`config.mk`:
```
export PLATFORM = sky130hd
export DESIGN_NAME = cpu_exec_unit
export DESIGN_NICKNAME = d
export VERILOG_FILES = /design/src/include/cpu_exec_pkg.sv /design/src/rtl/cpu_exec_unit.sv
export SDC_FILE = /design/constraint.sdc
export NUM_CORES = 1
export LEC_CHECK = 0
export ABC_AREA = 1
export BUFFER_PORTS_ARGS = -buffer_cell sky130_fd_sc_hd__buf_2
export CAP_MARGIN = 20
export CORE_MARGIN = 2
export CORE_UTILIZATION = 50
export CTS_CLUSTER_SIZE = 16
export DETAILED_ROUTE_END_ITERATION = 8
export MAX_ROUTING_LAYER = met4
export PLACE_DENSITY_LB_ADDON = 0.25
export SYNTH_ARGS = -nofsm -noshare
export SYNTH_HDL_FRONTEND = slang
export SYNTH_SLANG_ARGS = --single-unit
```
`constraint.sdc`:
```
create_clock -name sys_clk_in -period 1.6 [get_ports sys_clk_in]
set_input_delay 0.08 -clock sys_clk_in [delete_from_list [all_inputs] [get_ports sys_clk_in]]
set_output_delay 0.08 -clock sys_clk_in [all_outputs]
set_load 0.005 [all_outputs]
```
`src/include/cpu_exec_pkg.sv`:
```
// constants and carrier types of the compare / skip / branch / bit-set / shift unit
// assumes an 8-bit core whose decode stage supplies operands and the addressed I/O value
// Behaviour
// - compare with carry or immediate sets Z N V C H S, writes no result
// - register bit clear skips next instruction, flags untouched, one to three cycles
// - register bit set skips next one- or two-word instruction (pc plus two or three), flags untouched
// - I/O bit clear skips next instruction, flags untouched, one to three cycles
// - I/O bit set skips next instruction, flags untouched, one to three cycles
// - branch when named status bit set: pc plus offset plus one
// - branch when named status bit clear: one cycle untaken, two taken
// - equal, carry, lower, same-or-higher, minus, plus branches test Z, C, N
// - signed ge branches on N xor V zero, signed lt on one
// - half-carry, transfer bit and overflow branches test H, T, V
// - interrupt enabled / disabled branches test global interrupt flag
// - set I/O bit forces one bit high, others and flags kept, two cycles
// - clear I/O bit forces one bit low, others and flags kept, two cycles
`default_nettype none
package cpu_exec_pkg;
   // ----------------------------------------
   // status register layout
   // ----------------------------------------
   localparam int FLAG_C = 0;
   localparam int FLAG_Z = 1;
   localparam int FLAG_N = 2;
   localparam int FLAG_V = 3;
   localparam int FLAG_S = 4;
   localparam int FLAG_H = 5;
   localparam int FLAG_T = 6;
   localparam int FLAG_I = 7;
   // ----------------------------------------
   // widths, reset values, cycle counts
   // ----------------------------------------
   localparam int PC_W = 16;
   localparam int IO_ADDR_W = 6;
   localparam int OFFSET_W = 7;
   localparam logic [PC_W-1:0] PC_RESET = 16'h0000;
   localparam logic [7:0] BYTE_RESET = 8'h00;
   localparam logic [1:0] CYC_ONE = 2'h1;
   localparam logic [1:0] CYC_TWO = 2'h2;
   localparam logic [1:0] CYC_THREE = 2'h3;
   // ----------------------------------------
   // operations
   // ----------------------------------------
   typedef enum logic [5:0] {
      compare_with_carry, compare_immediate,
      skip_reg_bit_clear, skip_reg_bit_set, skip_io_bit_clear, skip_io_bit_set,
      branch_status_bit_set, branch_status_bit_clear,
      branch_equal, branch_not_equal, branch_carry_set, branch_carry_clear,
      branch_same_or_higher, branch_lower, branch_minus, branch_plus,
      branch_signed_ge, branch_signed_lt,
      branch_half_carry_set, branch_half_carry_clear,
      branch_transfer_bit_set, branch_transfer_bit_clear,
      branch_overflow_set, branch_overflow_clear,
      branch_irq_enabled, branch_irq_disabled,
      set_io_bit, clear_io_bit, shift_left_logical, shift_right_logical
   } op_t;
   typedef struct packed {
      op_t op;
      logic [7:0] rd_val;
      logic [7:0] rr_val;
      logic [7:0] imm;
      logic [7:0] io_val;
      logic [IO_ADDR_W-1:0] io_addr;
      logic [2:0] bit_sel;
      logic [OFFSET_W-1:0] offset;
      logic next_two_word;
      logic [PC_W-1:0] pc;
      logic [7:0] status;
   } exec_req_t;
   typedef struct packed {
      logic [PC_W-1:0] pc_next;
      logic pc_load;
      logic [7:0] status;
      logic status_we;
      logic [7:0] result;
      logic result_we;
      logic [IO_ADDR_W-1:0] io_addr;
      logic [7:0] io_wdata;
      logic io_we;
   } exec_res_t;
endpackage
`default_nettype wire

```
`src/rtl/cpu_exec_unit.sv`:
```
// execution unit for compares, skips, relative branches, I/O bit writes and logical shifts
// assumes decode supplies operands, current status and the addressed I/O value with each request
// clock enable low freezes all state; write strobes only stand with done_out
`timescale 1ns/1ps
`default_nettype none
module cpu_exec_unit (
   input wire logic sys_clk_in,
   input wire logic reset_n_in,
   input wire logic ce_in,
   input wire logic req_valid_in,
   input wire cpu_exec_pkg::exec_req_t req_in,
   output logic req_ready_out,
   output logic done_out,
   output cpu_exec_pkg::exec_res_t res_out
);
   // ----------------------------------------
   // state and working signals
   // ----------------------------------------
   localparam int PC_W_L = cpu_exec_pkg::PC_W;
   typedef enum {st_idle, st_wait} state_t;

   state_t state_q, state_d;
   logic [1:0] cnt_q, cnt_d;
   logic done_q, done_d;
   cpu_exec_pkg::exec_res_t res_q, res_d;

   logic [7:0] s;
   logic [7:0] d;
   logic [7:0] r;
   logic [7:0] diff;
   logic [7:0] shl;
   logic [7:0] shr;
   logic [PC_W_L-1:0] pc_plus1;
   logic [PC_W_L-1:0] pc_branch;
   logic [PC_W_L-1:0] pc_skip;
   logic cond_bit;
   logic is_branch;
   logic is_skip;
   logic test_val;
   logic [1:0] cycles;
   logic take;

   // ----------------------------------------
   // operand arithmetic
   // ----------------------------------------
   assign take = (state_q == st_idle) && req_valid_in;
   assign s = req_in.status;
   assign d = req_in.rd_val;
   assign r = (req_in.op == cpu_exec_pkg::compare_immediate) ? req_in.imm : req_in.rr_val;
   // carry only enters the compare-with-carry form
   assign diff = d - r - {7'h00, (req_in.op == cpu_exec_pkg::compare_with_carry) & s[cpu_exec_pkg::FLAG_C]};
   assign shl = {d[6:0], 1'b0};
   assign shr = {1'b0, d[7:1]};
   assign pc_plus1 = req_in.pc + 16'h0001;
   // offset sign-extended; counts words like the program counter
   assign pc_branch = pc_plus1 + {{(PC_W_L-cpu_exec_pkg::OFFSET_W){req_in.offset[cpu_exec_pkg::OFFSET_W-1]}},
      req_in.offset};
   assign pc_skip = req_in.next_two_word ? req_in.pc + 16'h0003 : req_in.pc + 16'h0002;

   // ----------------------------------------
   // condition selection
   // ----------------------------------------
   // cond_bit is the flag level that takes the branch
   always_comb begin
      is_branch = 1'b1;
      is_skip = 1'b0;
      test_val = 1'b0;
      cond_bit = 1'b0;
      case (req_in.op)
         cpu_exec_pkg::skip_reg_bit_clear: begin
            is_branch = 1'b0;
            is_skip = ~d[req_in.bit_sel];
         end
         cpu_exec_pkg::skip_reg_bit_set: begin
            is_branch = 1'b0;
            is_skip = d[req_in.bit_sel];
         end
         cpu_exec_pkg::skip_io_bit_clear: begin
            is_branch = 1'b0;
            is_skip = ~req_in.io_val[req_in.bit_sel];
         end
         cpu_exec_pkg::skip_io_bit_set: begin
            is_branch = 1'b0;
            is_skip = req_in.io_val[req_in.bit_sel];
         end
         cpu_exec_pkg::branch_status_bit_set: begin
            test_val = s[req_in.bit_sel];
            cond_bit = 1'b1;
         end
         cpu_exec_pkg::branch_status_bit_clear: begin
            test_val = s[req_in.bit_sel];
         end
         cpu_exec_pkg::branch_equal: begin
            test_val = s[cpu_exec_pkg::FLAG_Z];
            cond_bit = 1'b1;
         end
         cpu_exec_pkg::branch_not_equal: begin
            test_val = s[cpu_exec_pkg::FLAG_Z];
         end
         cpu_exec_pkg::branch_carry_set, cpu_exec_pkg::branch_lower: begin
            test_val = s[cpu_exec_pkg::FLAG_C];
            cond_bit = 1'b1;
         end
         cpu_exec_pkg::branch_carry_clear, cpu_exec_pkg::branch_same_or_higher: begin
            test_val = s[cpu_exec_pkg::FLAG_C];
         end
         cpu_exec_pkg::branch_minus: begin
            test_val = s[cpu_exec_pkg::FLAG_N];
            cond_bit = 1'b1;
         end
         cpu_exec_pkg::branch_plus: begin
            test_val = s[cpu_exec_pkg::FLAG_N];
         end
         cpu_exec_pkg::branch_signed_ge: begin
            test_val = s[cpu_exec_pkg::FLAG_N] ^ s[cpu_exec_pkg::FLAG_V];
         end
         cpu_exec_pkg::branch_signed_lt: begin
            test_val = s[cpu_exec_pkg::FLAG_N] ^ s[cpu_exec_pkg::FLAG_V];
            cond_bit = 1'b1;
         end
         cpu_exec_pkg::branch_half_carry_set: begin
            test_val = s[cpu_exec_pkg::FLAG_H];
            cond_bit = 1'b1;
         end
         cpu_exec_pkg::branch_half_carry_clear: begin
            test_val = s[cpu_exec_pkg::FLAG_H];
         end
         cpu_exec_pkg::branch_transfer_bit_set: begin
            test_val = s[cpu_exec_pkg::FLAG_T];
            cond_bit = 1'b1;
         end
         cpu_exec_pkg::branch_transfer_bit_clear: begin
            test_val = s[cpu_exec_pkg::FLAG_T];
         end
         cpu_exec_pkg::branch_overflow_set: begin
            test_val = s[cpu_exec_pkg::FLAG_V];
            cond_bit = 1'b1;
         end
         cpu_exec_pkg::branch_overflow_clear: begin
            test_val = s[cpu_exec_pkg::FLAG_V];
         end
         cpu_exec_pkg::branch_irq_enabled: begin
            test_val = s[cpu_exec_pkg::FLAG_I];
            cond_bit = 1'b1;
         end
         cpu_exec_pkg::branch_irq_disabled: begin
            test_val = s[cpu_exec_pkg::FLAG_I];
         end
         default: begin
            is_branch = 1'b0;
         end
      endcase
   end

   // ----------------------------------------
   // per-operation result
   // ----------------------------------------
   always_comb begin
      logic [7:0] fl;
      fl = s;
      res_d = res_q;
      res_d.status_we = 1'b0;
      res_d.result_we = 1'b0;
      res_d.io_we = 1'b0;
      // untaken ops still advance by one word
      res_d.pc_load = 1'b1;
      res_d.pc_next = pc_plus1;
      res_d.status = s;
      res_d.result = d;
      res_d.io_addr = req_in.io_addr;
      res_d.io_wdata = req_in.io_val;
      // one cycle unless a branch, skip or I/O write needs more
      cycles = cpu_exec_pkg::CYC_ONE;
      case (req_in.op)
         cpu_exec_pkg::compare_with_carry, cpu_exec_pkg::compare_immediate: begin
            // borrow form: C and H set when the subtract borrows
            fl[cpu_exec_pkg::FLAG_H] = (~d[3] & r[3]) | (r[3] & diff[3]) | (diff[3] & ~d[3]);
            fl[cpu_exec_pkg::FLAG_V] = (d[7] & ~r[7] & ~diff[7]) | (~d[7] & r[7] & diff[7]);
            fl[cpu_exec_pkg::FLAG_N] = diff[7];
            fl[cpu_exec_pkg::FLAG_C] = (~d[7] & r[7]) | (r[7] & diff[7]) | (diff[7] & ~d[7]);
            // with carry, zero only survives a chain of zero bytes
            fl[cpu_exec_pkg::FLAG_Z] = (diff == 8'h00) &
               ((req_in.op == cpu_exec_pkg::compare_immediate) | s[cpu_exec_pkg::FLAG_Z]);
            fl[cpu_exec_pkg::FLAG_S] = fl[cpu_exec_pkg::FLAG_N] ^ fl[cpu_exec_pkg::FLAG_V];
            res_d.status = fl;
            res_d.status_we = 1'b1;
         end
         cpu_exec_pkg::shift_left_logical, cpu_exec_pkg::shift_right_logical: begin
            if (req_in.op == cpu_exec_pkg::shift_left_logical) begin
               res_d.result = shl;
               fl[cpu_exec_pkg::FLAG_C] = d[7];
               fl[cpu_exec_pkg::FLAG_H] = d[3];
            end else begin
               // half-carry left as it was
               res_d.result = shr;
               fl[cpu_exec_pkg::FLAG_C] = d[0];
            end
            fl[cpu_exec_pkg::FLAG_N] = res_d.result[7];
            fl[cpu_exec_pkg::FLAG_Z] = (res_d.result == 8'h00);
            fl[cpu_exec_pkg::FLAG_V] = fl[cpu_exec_pkg::FLAG_N] ^ fl[cpu_exec_pkg::FLAG_C];
            fl[cpu_exec_pkg::FLAG_S] = fl[cpu_exec_pkg::FLAG_N] ^ fl[cpu_exec_pkg::FLAG_V];
            res_d.status = fl;
            res_d.status_we = 1'b1;
            res_d.result_we = 1'b1;
         end
         cpu_exec_pkg::set_io_bit: begin
            res_d.io_wdata[req_in.bit_sel] = 1'b1;
            res_d.io_we = 1'b1;
            cycles = cpu_exec_pkg::CYC_TWO;
         end
         cpu_exec_pkg::clear_io_bit: begin
            res_d.io_wdata[req_in.bit_sel] = 1'b0;
            res_d.io_we = 1'b1;
            cycles = cpu_exec_pkg::CYC_TWO;
         end
         default: begin
            // skips and branches: program counter only, flags left alone
            if (is_branch && (test_val == cond_bit)) begin
               res_d.pc_next = pc_branch;
               cycles = cpu_exec_pkg::CYC_TWO;
            end else if (is_skip) begin
               res_d.pc_next = pc_skip;
               // one extra cycle per word passed over
               cycles = req_in.next_two_word ? cpu_exec_pkg::CYC_THREE : cpu_exec_pkg::CYC_TWO;
            end
         end
      endcase
      // stored result only changes when an operation is taken
      if (!take) begin
         res_d = res_q;
      end
   end

   // ----------------------------------------
   // sequencing
   // ----------------------------------------
   // results are latched at acceptance and only qualified once the last cycle ends
   // cnt_q counts the cycles still owed after the second one
   always_comb begin
      state_d = state_q;
      cnt_d = cnt_q;
      done_d = 1'b0;
      case (state_q)
         st_idle: begin
            if (req_valid_in) begin
               if (cycles == cpu_exec_pkg::CYC_ONE) begin
                  done_d = 1'b1;
               end else begin
                  state_d = st_wait;
                  cnt_d = cycles - cpu_exec_pkg::CYC_TWO;
               end
            end
         end
         st_wait: begin
            if (cnt_q == 2'h0) begin
               done_d = 1'b1;
               state_d = st_idle;
            end else begin
               cnt_d = cnt_q - 2'h1;
            end
         end
         default: begin
            state_d = st_idle;
         end
      endcase
   end

   // ----------------------------------------
   // registers
   // ----------------------------------------
   // clock enable low freezes every register, outputs included
   always_ff @(posedge sys_clk_in or negedge reset_n_in) begin
      if (!reset_n_in) begin
         state_q <= st_idle;
         cnt_q <= 2'h0;
         done_q <= 1'b0;
         res_q <= '0;
      end else if (ce_in) begin
         state_q <= state_d;
         cnt_q <= cnt_d;
         done_q <= done_d;
         res_q <= res_d;
      end
   end

   // ----------------------------------------
   // outputs
   // ----------------------------------------
   // strobes stand with done only; data holds until the next acceptance
   assign req_ready_out = (state_q == st_idle);
   assign done_out = done_q;
   always_comb begin
      res_out = res_q;
      res_out.pc_load = res_q.pc_load & done_q;
      res_out.status_we = res_q.status_we & done_q;
      res_out.result_we = res_q.result_we & done_q;
      res_out.io_we = res_q.io_we & done_q;
   end
endmodule
`default_nettype wire

```
==> impl_metrics.tcl, run 1 <==
set metrics [dict create \
    syn_nets 1038 \
    layout-drive-gt1-share 0.501 \
    htree_num_levels 2 \
    fp.dieW_um 112 \
    max_freq_mhz 416 \
    hp-class "input port to flip-flop" \
    ys_ff_latch 54 \
    track_usage 0.355 \
    rsz0062_at_grt "true" \
    synth-edff-count 0 \
    failed_checks "setup timing" \
    dpl.cell_count 1308 \
    n_antenna_cell 0 \
    synth.mux.area_fraction 0.00342 \
    crit_path_frequent_cell "nand2_2" \
    status "finished, violations left" \
    drc 0 \
    nNetsFinal 1377 \
    row_count 39 \
    clkTransAtPathRegs_ns 0.08 \
    final_cell_mix "nand2_1 (245), buf_4 (232), buf_2 (123)" \
    irDropWorstVdd_mv 0.906 \
    yosys_warnings 0 \
    dieArea_mm2 0.0126 \
    wl_per_cell_um 19.6 \
    p_per_area_mw_per_mm2 795 \
    maxSlewViolCount 0 \
    post-route-period-util 1.50 \
    finalSetupViolCount 26 \
    ys_async_sr_fraction 1.00 \
    period_minus_slack_ns 2.40 \
    cts_buffers 5 \
    synth_simple_gate_area_share 0.329 \
    clkSinkCount 54 \
    crit_slowest_cell "fa_2" \
    maxCapViolCount 0 \
    synth_area_mm2 0.00585 \
    hold_viol 0 \
    fp.coreArea_mm2 0.0114 \
    crit_required_ns 1.82 \
    path_cells "buf_6 -> nor2_4 -> nand2_2 -> nor2_4 -> nand2_4 -> nand2_2 -> nand2_2 -> fa_2 -> inv_2 -> ha_4 -> nand2_1 -> nand3_2 -> nand2_1 -> nand2_2 -> xor2_4 -> nor2_2 -> o21ai_1 -> a21oi_1" \
    synth_top_family_by_area "simple AND/OR/NAND/NOR gates" \
    multi_input_area_mm2 0.00483 \
    num_vias 8244 \
    ys.flop_type "dfrtp_1" \
    setup_ws_ns -0.804 \
    ios 135 \
    clockRootBuffer "clkbuf_16" \
    final_common_cell "nand2_1" \
    holdWs_ns 0.0761 \
    cp_max_fo 7 \
    viasPerCell 5.89 \
    worstSkewPairLatency_ns 0.31 \
    first_pass_iters 8 \
    syn_inst 917 \
    synthAdderAreaFrac 0.0852 \
    yosysUniqueCellTypes 43 \
    overflow 0 \
    cp_data_arrival_time_ns 2.62 \
    syn_avg_cell_area_um2 6.37 \
    yosysTopAreaCell "dfrtp_1" \
    synth_top_area_share 0.231 \
    clock_skew_ns 0.00799 \
    fillers 588 \
    synth_top_cells_by_area "dfrtp_1 (23%), nand2_1 (19%), ha_1 (7.5%)" \
    drtIter0Drc 924 \
    synth_seq_area_share 0.231 \
    leakage_nw 5.07 \
    worstHoldPathCells 4 \
    instances_no_fill 1400 \
    antenna_found_initial 0 \
    start_kind "input port" \
    wl_mm 27.4 \
    grt_pass1_vias 7302 \
    slew_headroom 0.655 \
    dpl.hpwl_mm 15.1 \
    worstSetupPathType "input port to flip-flop" \
    synth_compound_area_frac 0.137 \
    synth_xor_xnor_area_share 0.0612 \
    grt_max_degree 45 \
    ant_nets 0 \
    cts_buffer_depth 2 \
    cts_tree "done" \
    die_h_um 112 \
    io_buffers 134 \
    area_growth_pct 70.5 \
    start_util 0.512 \
    register_area_mm2 0.00135 \
    max_slew.worst_pin.slew_ns 0.512 \
    cp-end-kind "flip-flop" \
    grt_pass1_wl_mm 35.2 \
    ff2ff_path_depth 5 \
    place.gp.congestion 0.983 \
    max_stage_delay_ns 0.37 \
]
[power breakdown]
part / switching (W) / total (W) / leakage [nW] / internal [W]
clock network: 0.000612 / 0.00121 / 0.0759 / 0.000601
logic: 0.00240 / 0.00442 / 4.34 / 0.00202
registers: 0.000366 / 0.00229 / 0.652 / 0.00193
total: 0.00338 / 0.00792 / 5.07 / 0.00455
[registers in the layout, indices dropped and copies added (netlist names)]
| signal | cells |
|---|---|
| res_q | 4 |
| cnt_q | 2 |
| state_q | 1 |
| res_out | 46 |
| done_out | 1 |
[routing by layer]
metal	vias up	track usage	wire, um
met4	0	0.104	1930
li1	3587	-	-
met2	721	0.591	12500
met5	-	-	0
met1	3716	0.444	9770
met3	220	0.0637	3230
[layout make-up]
cell class | instances | share of cell area
clock buffer | 5 | 0.0126
clock inverter | 3 | 0.00289
inverter | 105 | 0.0436
multi-input combinational | 686 | 0.485
sequential | 54 | 0.136
tap | 143 | 0.0180
timing repair buffer | 404 | 0.303
[final timing paths]
check	startpoint	to	slack, ns
min in group asynchronous	reset_n_in	res_out[30]	0.25
max	req_in[78]	res_out[25]	-0.80
max reg2reg	state_q[0]	res_out[25]	0.06
min reg2reg	res_out[13]	res_out[13]	0.47
min	ce_in	state_q[0]	0.08
max in group asynchronous	reset_n_in	res_out[48]	0.84
[kinds of logic after synthesis]
| logic type | after synthesis |
|---|---|
| compound gates | 145 |
| xor+xnor | 40 |
| buf+inv | 178 |
| simple gates | 460 |
| mux | 2 |
| fa+ha+maj | 38 |
| flops | 54 |
[synth_stat cells (2+ instances only)]
library cell and instances:
a31oi_1 4, xnor2_1 6, o31ai_1 2, a21boi_0 2, mux2i_1 2, buf_6 3
nand3_1 44, nand2_1 295, a22oi_1 2, buf_4 52, dfrtp_1 54, nor2_2 4
inv_2 7, o21ai_0 62, nor3_1 13, o21ai_1 10, ha_1 35, buf_2 9
nor2_1 71, o21bai_1 3, nor3_2 3, o22ai_1 2, xor2_1 33, clkbuf_1 9
o211ai_1 7, inv_1 97, nand4_1 18, a21oi_1 44, o2111ai_1 3, fa_1 3
or2_2 6
[stage by stage]
step                      utilization  worst slack, ns  cell area, um^2  setup TNS, ns  total power [W]
after floorplan                     -           -0.889             6120          -7.32          0.00463
after global placement          0.692           -0.915             7900         -17.13          0.00546
after detailed placement        0.692            -1.03             7900         -18.62          0.00554
after CTS                       0.809           -0.571             9240          -6.31          0.00717
after global routing            0.873           -0.877             9960         -12.34          0.00828
final                           0.873           -0.804             9960         -10.54          0.00792
[timing repair]
item / in CTS / in global routing
pin swaps: 87 / 104
endpoints found under the hold margin: 18 / 0
buffers inserted: 46 / 32
setup endpoints to repair: 26 / 27
resized for setup: 165 / 113
hold buffers: 7 / 0
cloned: 2 / 3
[critical path, delay by kind of cell]
family	cells	cell delay [ns]
simple gates	11	1.25
fa+ha+maj	2	0.57
compound gates	2	0.32
xor+xnor	1	0.20
buf+inv	2	0.18
Power figures use the tool's default switching activity.
==> run 2: changes to the inputs <==
--- a/config.mk
+++ b/config.mk
@@ -8,12 +8,14 @@
 export ABC_AREA = 1
 export BUFFER_PORTS_ARGS = -buffer_cell sky130_fd_sc_hd__buf_2
 export CAP_MARGIN = 20
+export CELL_PAD_IN_SITES_DETAIL_PLACEMENT = 0
+export CELL_PAD_IN_SITES_GLOBAL_PLACEMENT = 1
 export CORE_MARGIN = 2
-export CORE_UTILIZATION = 50
+export CORE_UTILIZATION = 35
 export CTS_CLUSTER_SIZE = 16
 export DETAILED_ROUTE_END_ITERATION = 8
 export MAX_ROUTING_LAYER = met4
-export PLACE_DENSITY_LB_ADDON = 0.25
+export PLACE_DENSITY_LB_ADDON = 0.1
 export SYNTH_ARGS = -nofsm -noshare
 export SYNTH_HDL_FRONTEND = slang
 export SYNTH_SLANG_ARGS = --single-unit
==> impl_metrics.tcl, run 2 (synthesized netlist as in run 1, its figures left out) <==
set metrics [dict create \
    status "finished, violations left" \
    failed_checks "setup timing" \
    fp.dieW_um 133 \
    reg2reg_to "res_out[25]" \
    start_kind "input port" \
    io_buffers 134 \
    leakage_nw 4.96 \
    cp-end-kind "flip-flop" \
    area_growth_pct 69.0 \
    final_common_cell "nand2_1" \
    hold_viol 0 \
    worstHoldPathCells 4 \
    viasPerCell 4.71 \
    layout-drive-gt1-share 0.491 \
    timing.rr.start "state_q[0]" \
    crit_required_ns 1.84 \
    start_util 0.355 \
    combPwrFrac 0.537 \
    clockPowerShare 0.160 \
    ios 135 \
    max_slew.worst_pin.slew_ns 0.427 \
    clkTransAtPathRegs_ns 0.08 \
    min_from "ce_in" \
    maxSlewViolCount 0 \
    largest_reg_flops 46 \
    switching_share 0.399 \
    die_h_um 133 \
    worstSetupPathType "input port to flip-flop" \
    rsz0062_at_grt "true" \
    cp_max_fo 7 \
    cts_buffers 5 \
    holdWs_ns 0.0611 \
    p_per_area_mw_per_mm2 757 \
    track_usage 0.237 \
    register_area_mm2 0.00135 \
    ant_nets 0 \
    ff2ff_path_depth 5 \
    instances_no_fill 1447 \
    fillers 1555 \
    cts_buffer_depth 2 \
    max_freq_mhz 438 \
    irDropWorstVdd_mv 0.662 \
    hp-class "input port to flip-flop" \
    dpl.hpwl_mm 15.4 \
    cp_data_arrival_time_ns 2.52 \
    place_ws_ns -1.10 \
    clock_skew_ns 0.00522 \
    drtIter0Drc 277 \
    first_pass_iters 5 \
    finalSetupViolCount 18 \
    dieArea_mm2 0.0178 \
    slew_headroom 0.715 \
    grt_pass1_wl_mm 32.9 \
    clkSinkCount 54 \
    row_count 47 \
    worstSkewPairLatency_ns 0.31 \
    wl_per_cell_um 14.7 \
    maxCapViolCount 0 \
    place.gp.congestion 0.882 \
    antenna_found_initial 0 \
    period_minus_slack_ns 2.28 \
    num_vias 6818 \
    hold_end "state_q[0]" \
    internal_power_w 0.00449 \
    nNetsFinal 1347 \
    cts_tree "done" \
    post-route-period-util 1.43 \
    final_cell_mix "nand2_1 (244), buf_4 (197), buf_2 (121)" \
    post-route-util 0.600 \
    power_switching_w 0.00299 \
    overflow 0 \
    dpl.cell_count 1383 \
    multi_input_area_mm2 0.00483 \
    n_antenna_cell 0 \
    grt_max_degree 55 \
    fp.coreArea_mm2 0.0165 \
    reg2reg_slack_ns 0.07 \
    clockRootBuffer "clkbuf_16" \
    drc 0 \
    wl_mm 21.3 \
    p_seq_frac 0.303 \
    grt_pass1_vias 6556 \
    setup_ws_ns -0.681 \
    htree_num_levels 2 \
]
## run 2: cell count changes in the layout (fill, tap and decap cells not counted), moves of 4 or more
cell | before | now
nor2_1 | 56 | 60
nor2_2 | 7 | 3
buf_4 | 232 | 197
inv_2 | 25 | 32
inv_1 | 68 | 63
nand2_4 | 12 | 17
buf_6 | 28 | 34
## run 2: power groups by stage
stage,registers (W),logic [W],clock network (W)
detailed placement,0.00229,0.00331,0
CTS,0.00227,0.00362,0.00123
global route,0.00234,0.00446,0.00129
finish,0.00227,0.00402,0.00120
global placement,0.00228,0.00330,0
floorplan,0.00219,0.00244,0
## run 2: routing by layer
| metal | track usage | up-vias | part of all wire |
|---|---|---|---|
| li1 | - | 3525 | - |
| met1 | 0.337 | 3105 | 0.48 |
| met2 | 0.367 | 160 | 0.46 |
| met3 | 0.0266 | 28 | 0.043 |
| met4 | 0.0479 | 0 | 0.017 |
| met5 | - | - | 0 |
## run 2: worst max-delay path by stage
stage,startpoint,end,depth (start not counted)
2_1_floorplan,req_in[77],res_out[26],18
3_3_place_gp,req_in[78],res_out[26],19
3_5_place_dp,req_in[78],res_out[26],19
4_1_cts,req_in[77],res_out[26],19
5_1_grt,req_in[78],res_out[26],18
6_report,req_in[78],res_out[26],18
## run 2: what timing repair did
action	CTS	global route
buffers inserted	31	15
hold buffers	7	0
hold endpoints to repair	60	0
pin swaps	106	98
gates resized for setup	136	158
endpoints found under the setup margin	19	27
cloned	0	5
## run 2: cell type report
class,count,area share
multi-input cells,685,0.488
repair buffers,375,0.288
flip-flops and latches,54,0.137
inverters,105,0.0434
well taps,220,0.0279
clock buffers,6,0.0141
clock inverters,2,0.00127
## run 2: worst max-delay path, stage by stage
cell	delay, ns
buf_8	0.10
nor2_4	0.14
nand2_2	0.09
nor2_4	0.14
nand2_4	0.12
nand2_2	0.10
nand2_2	0.06
fa_2	0.55
inv_2	0.05
ha_4	0.20
xor2_1	0.14
nor2_1	0.08
nand3_1	0.09
nor3_2	0.11
o211ai_1	0.12
nor2_1	0.11
nand4_1	0.11
a21oi_2	0.14
## run 2: through the flow
stage | cell area, um^2 | TNS, ns | total power (W)
2_1_floorplan | 6120 | -7.32 | 0.00463
5_1_grt | 9880 | -9.89 | 0.00809
6_report | 9880 | -7.45 | 0.00748
3_5_place_dp | 8020 | -17.18 | 0.00560
4_1_cts | 9030 | -6.25 | 0.00712
3_3_place_gp | 8020 | -16.93 | 0.00558
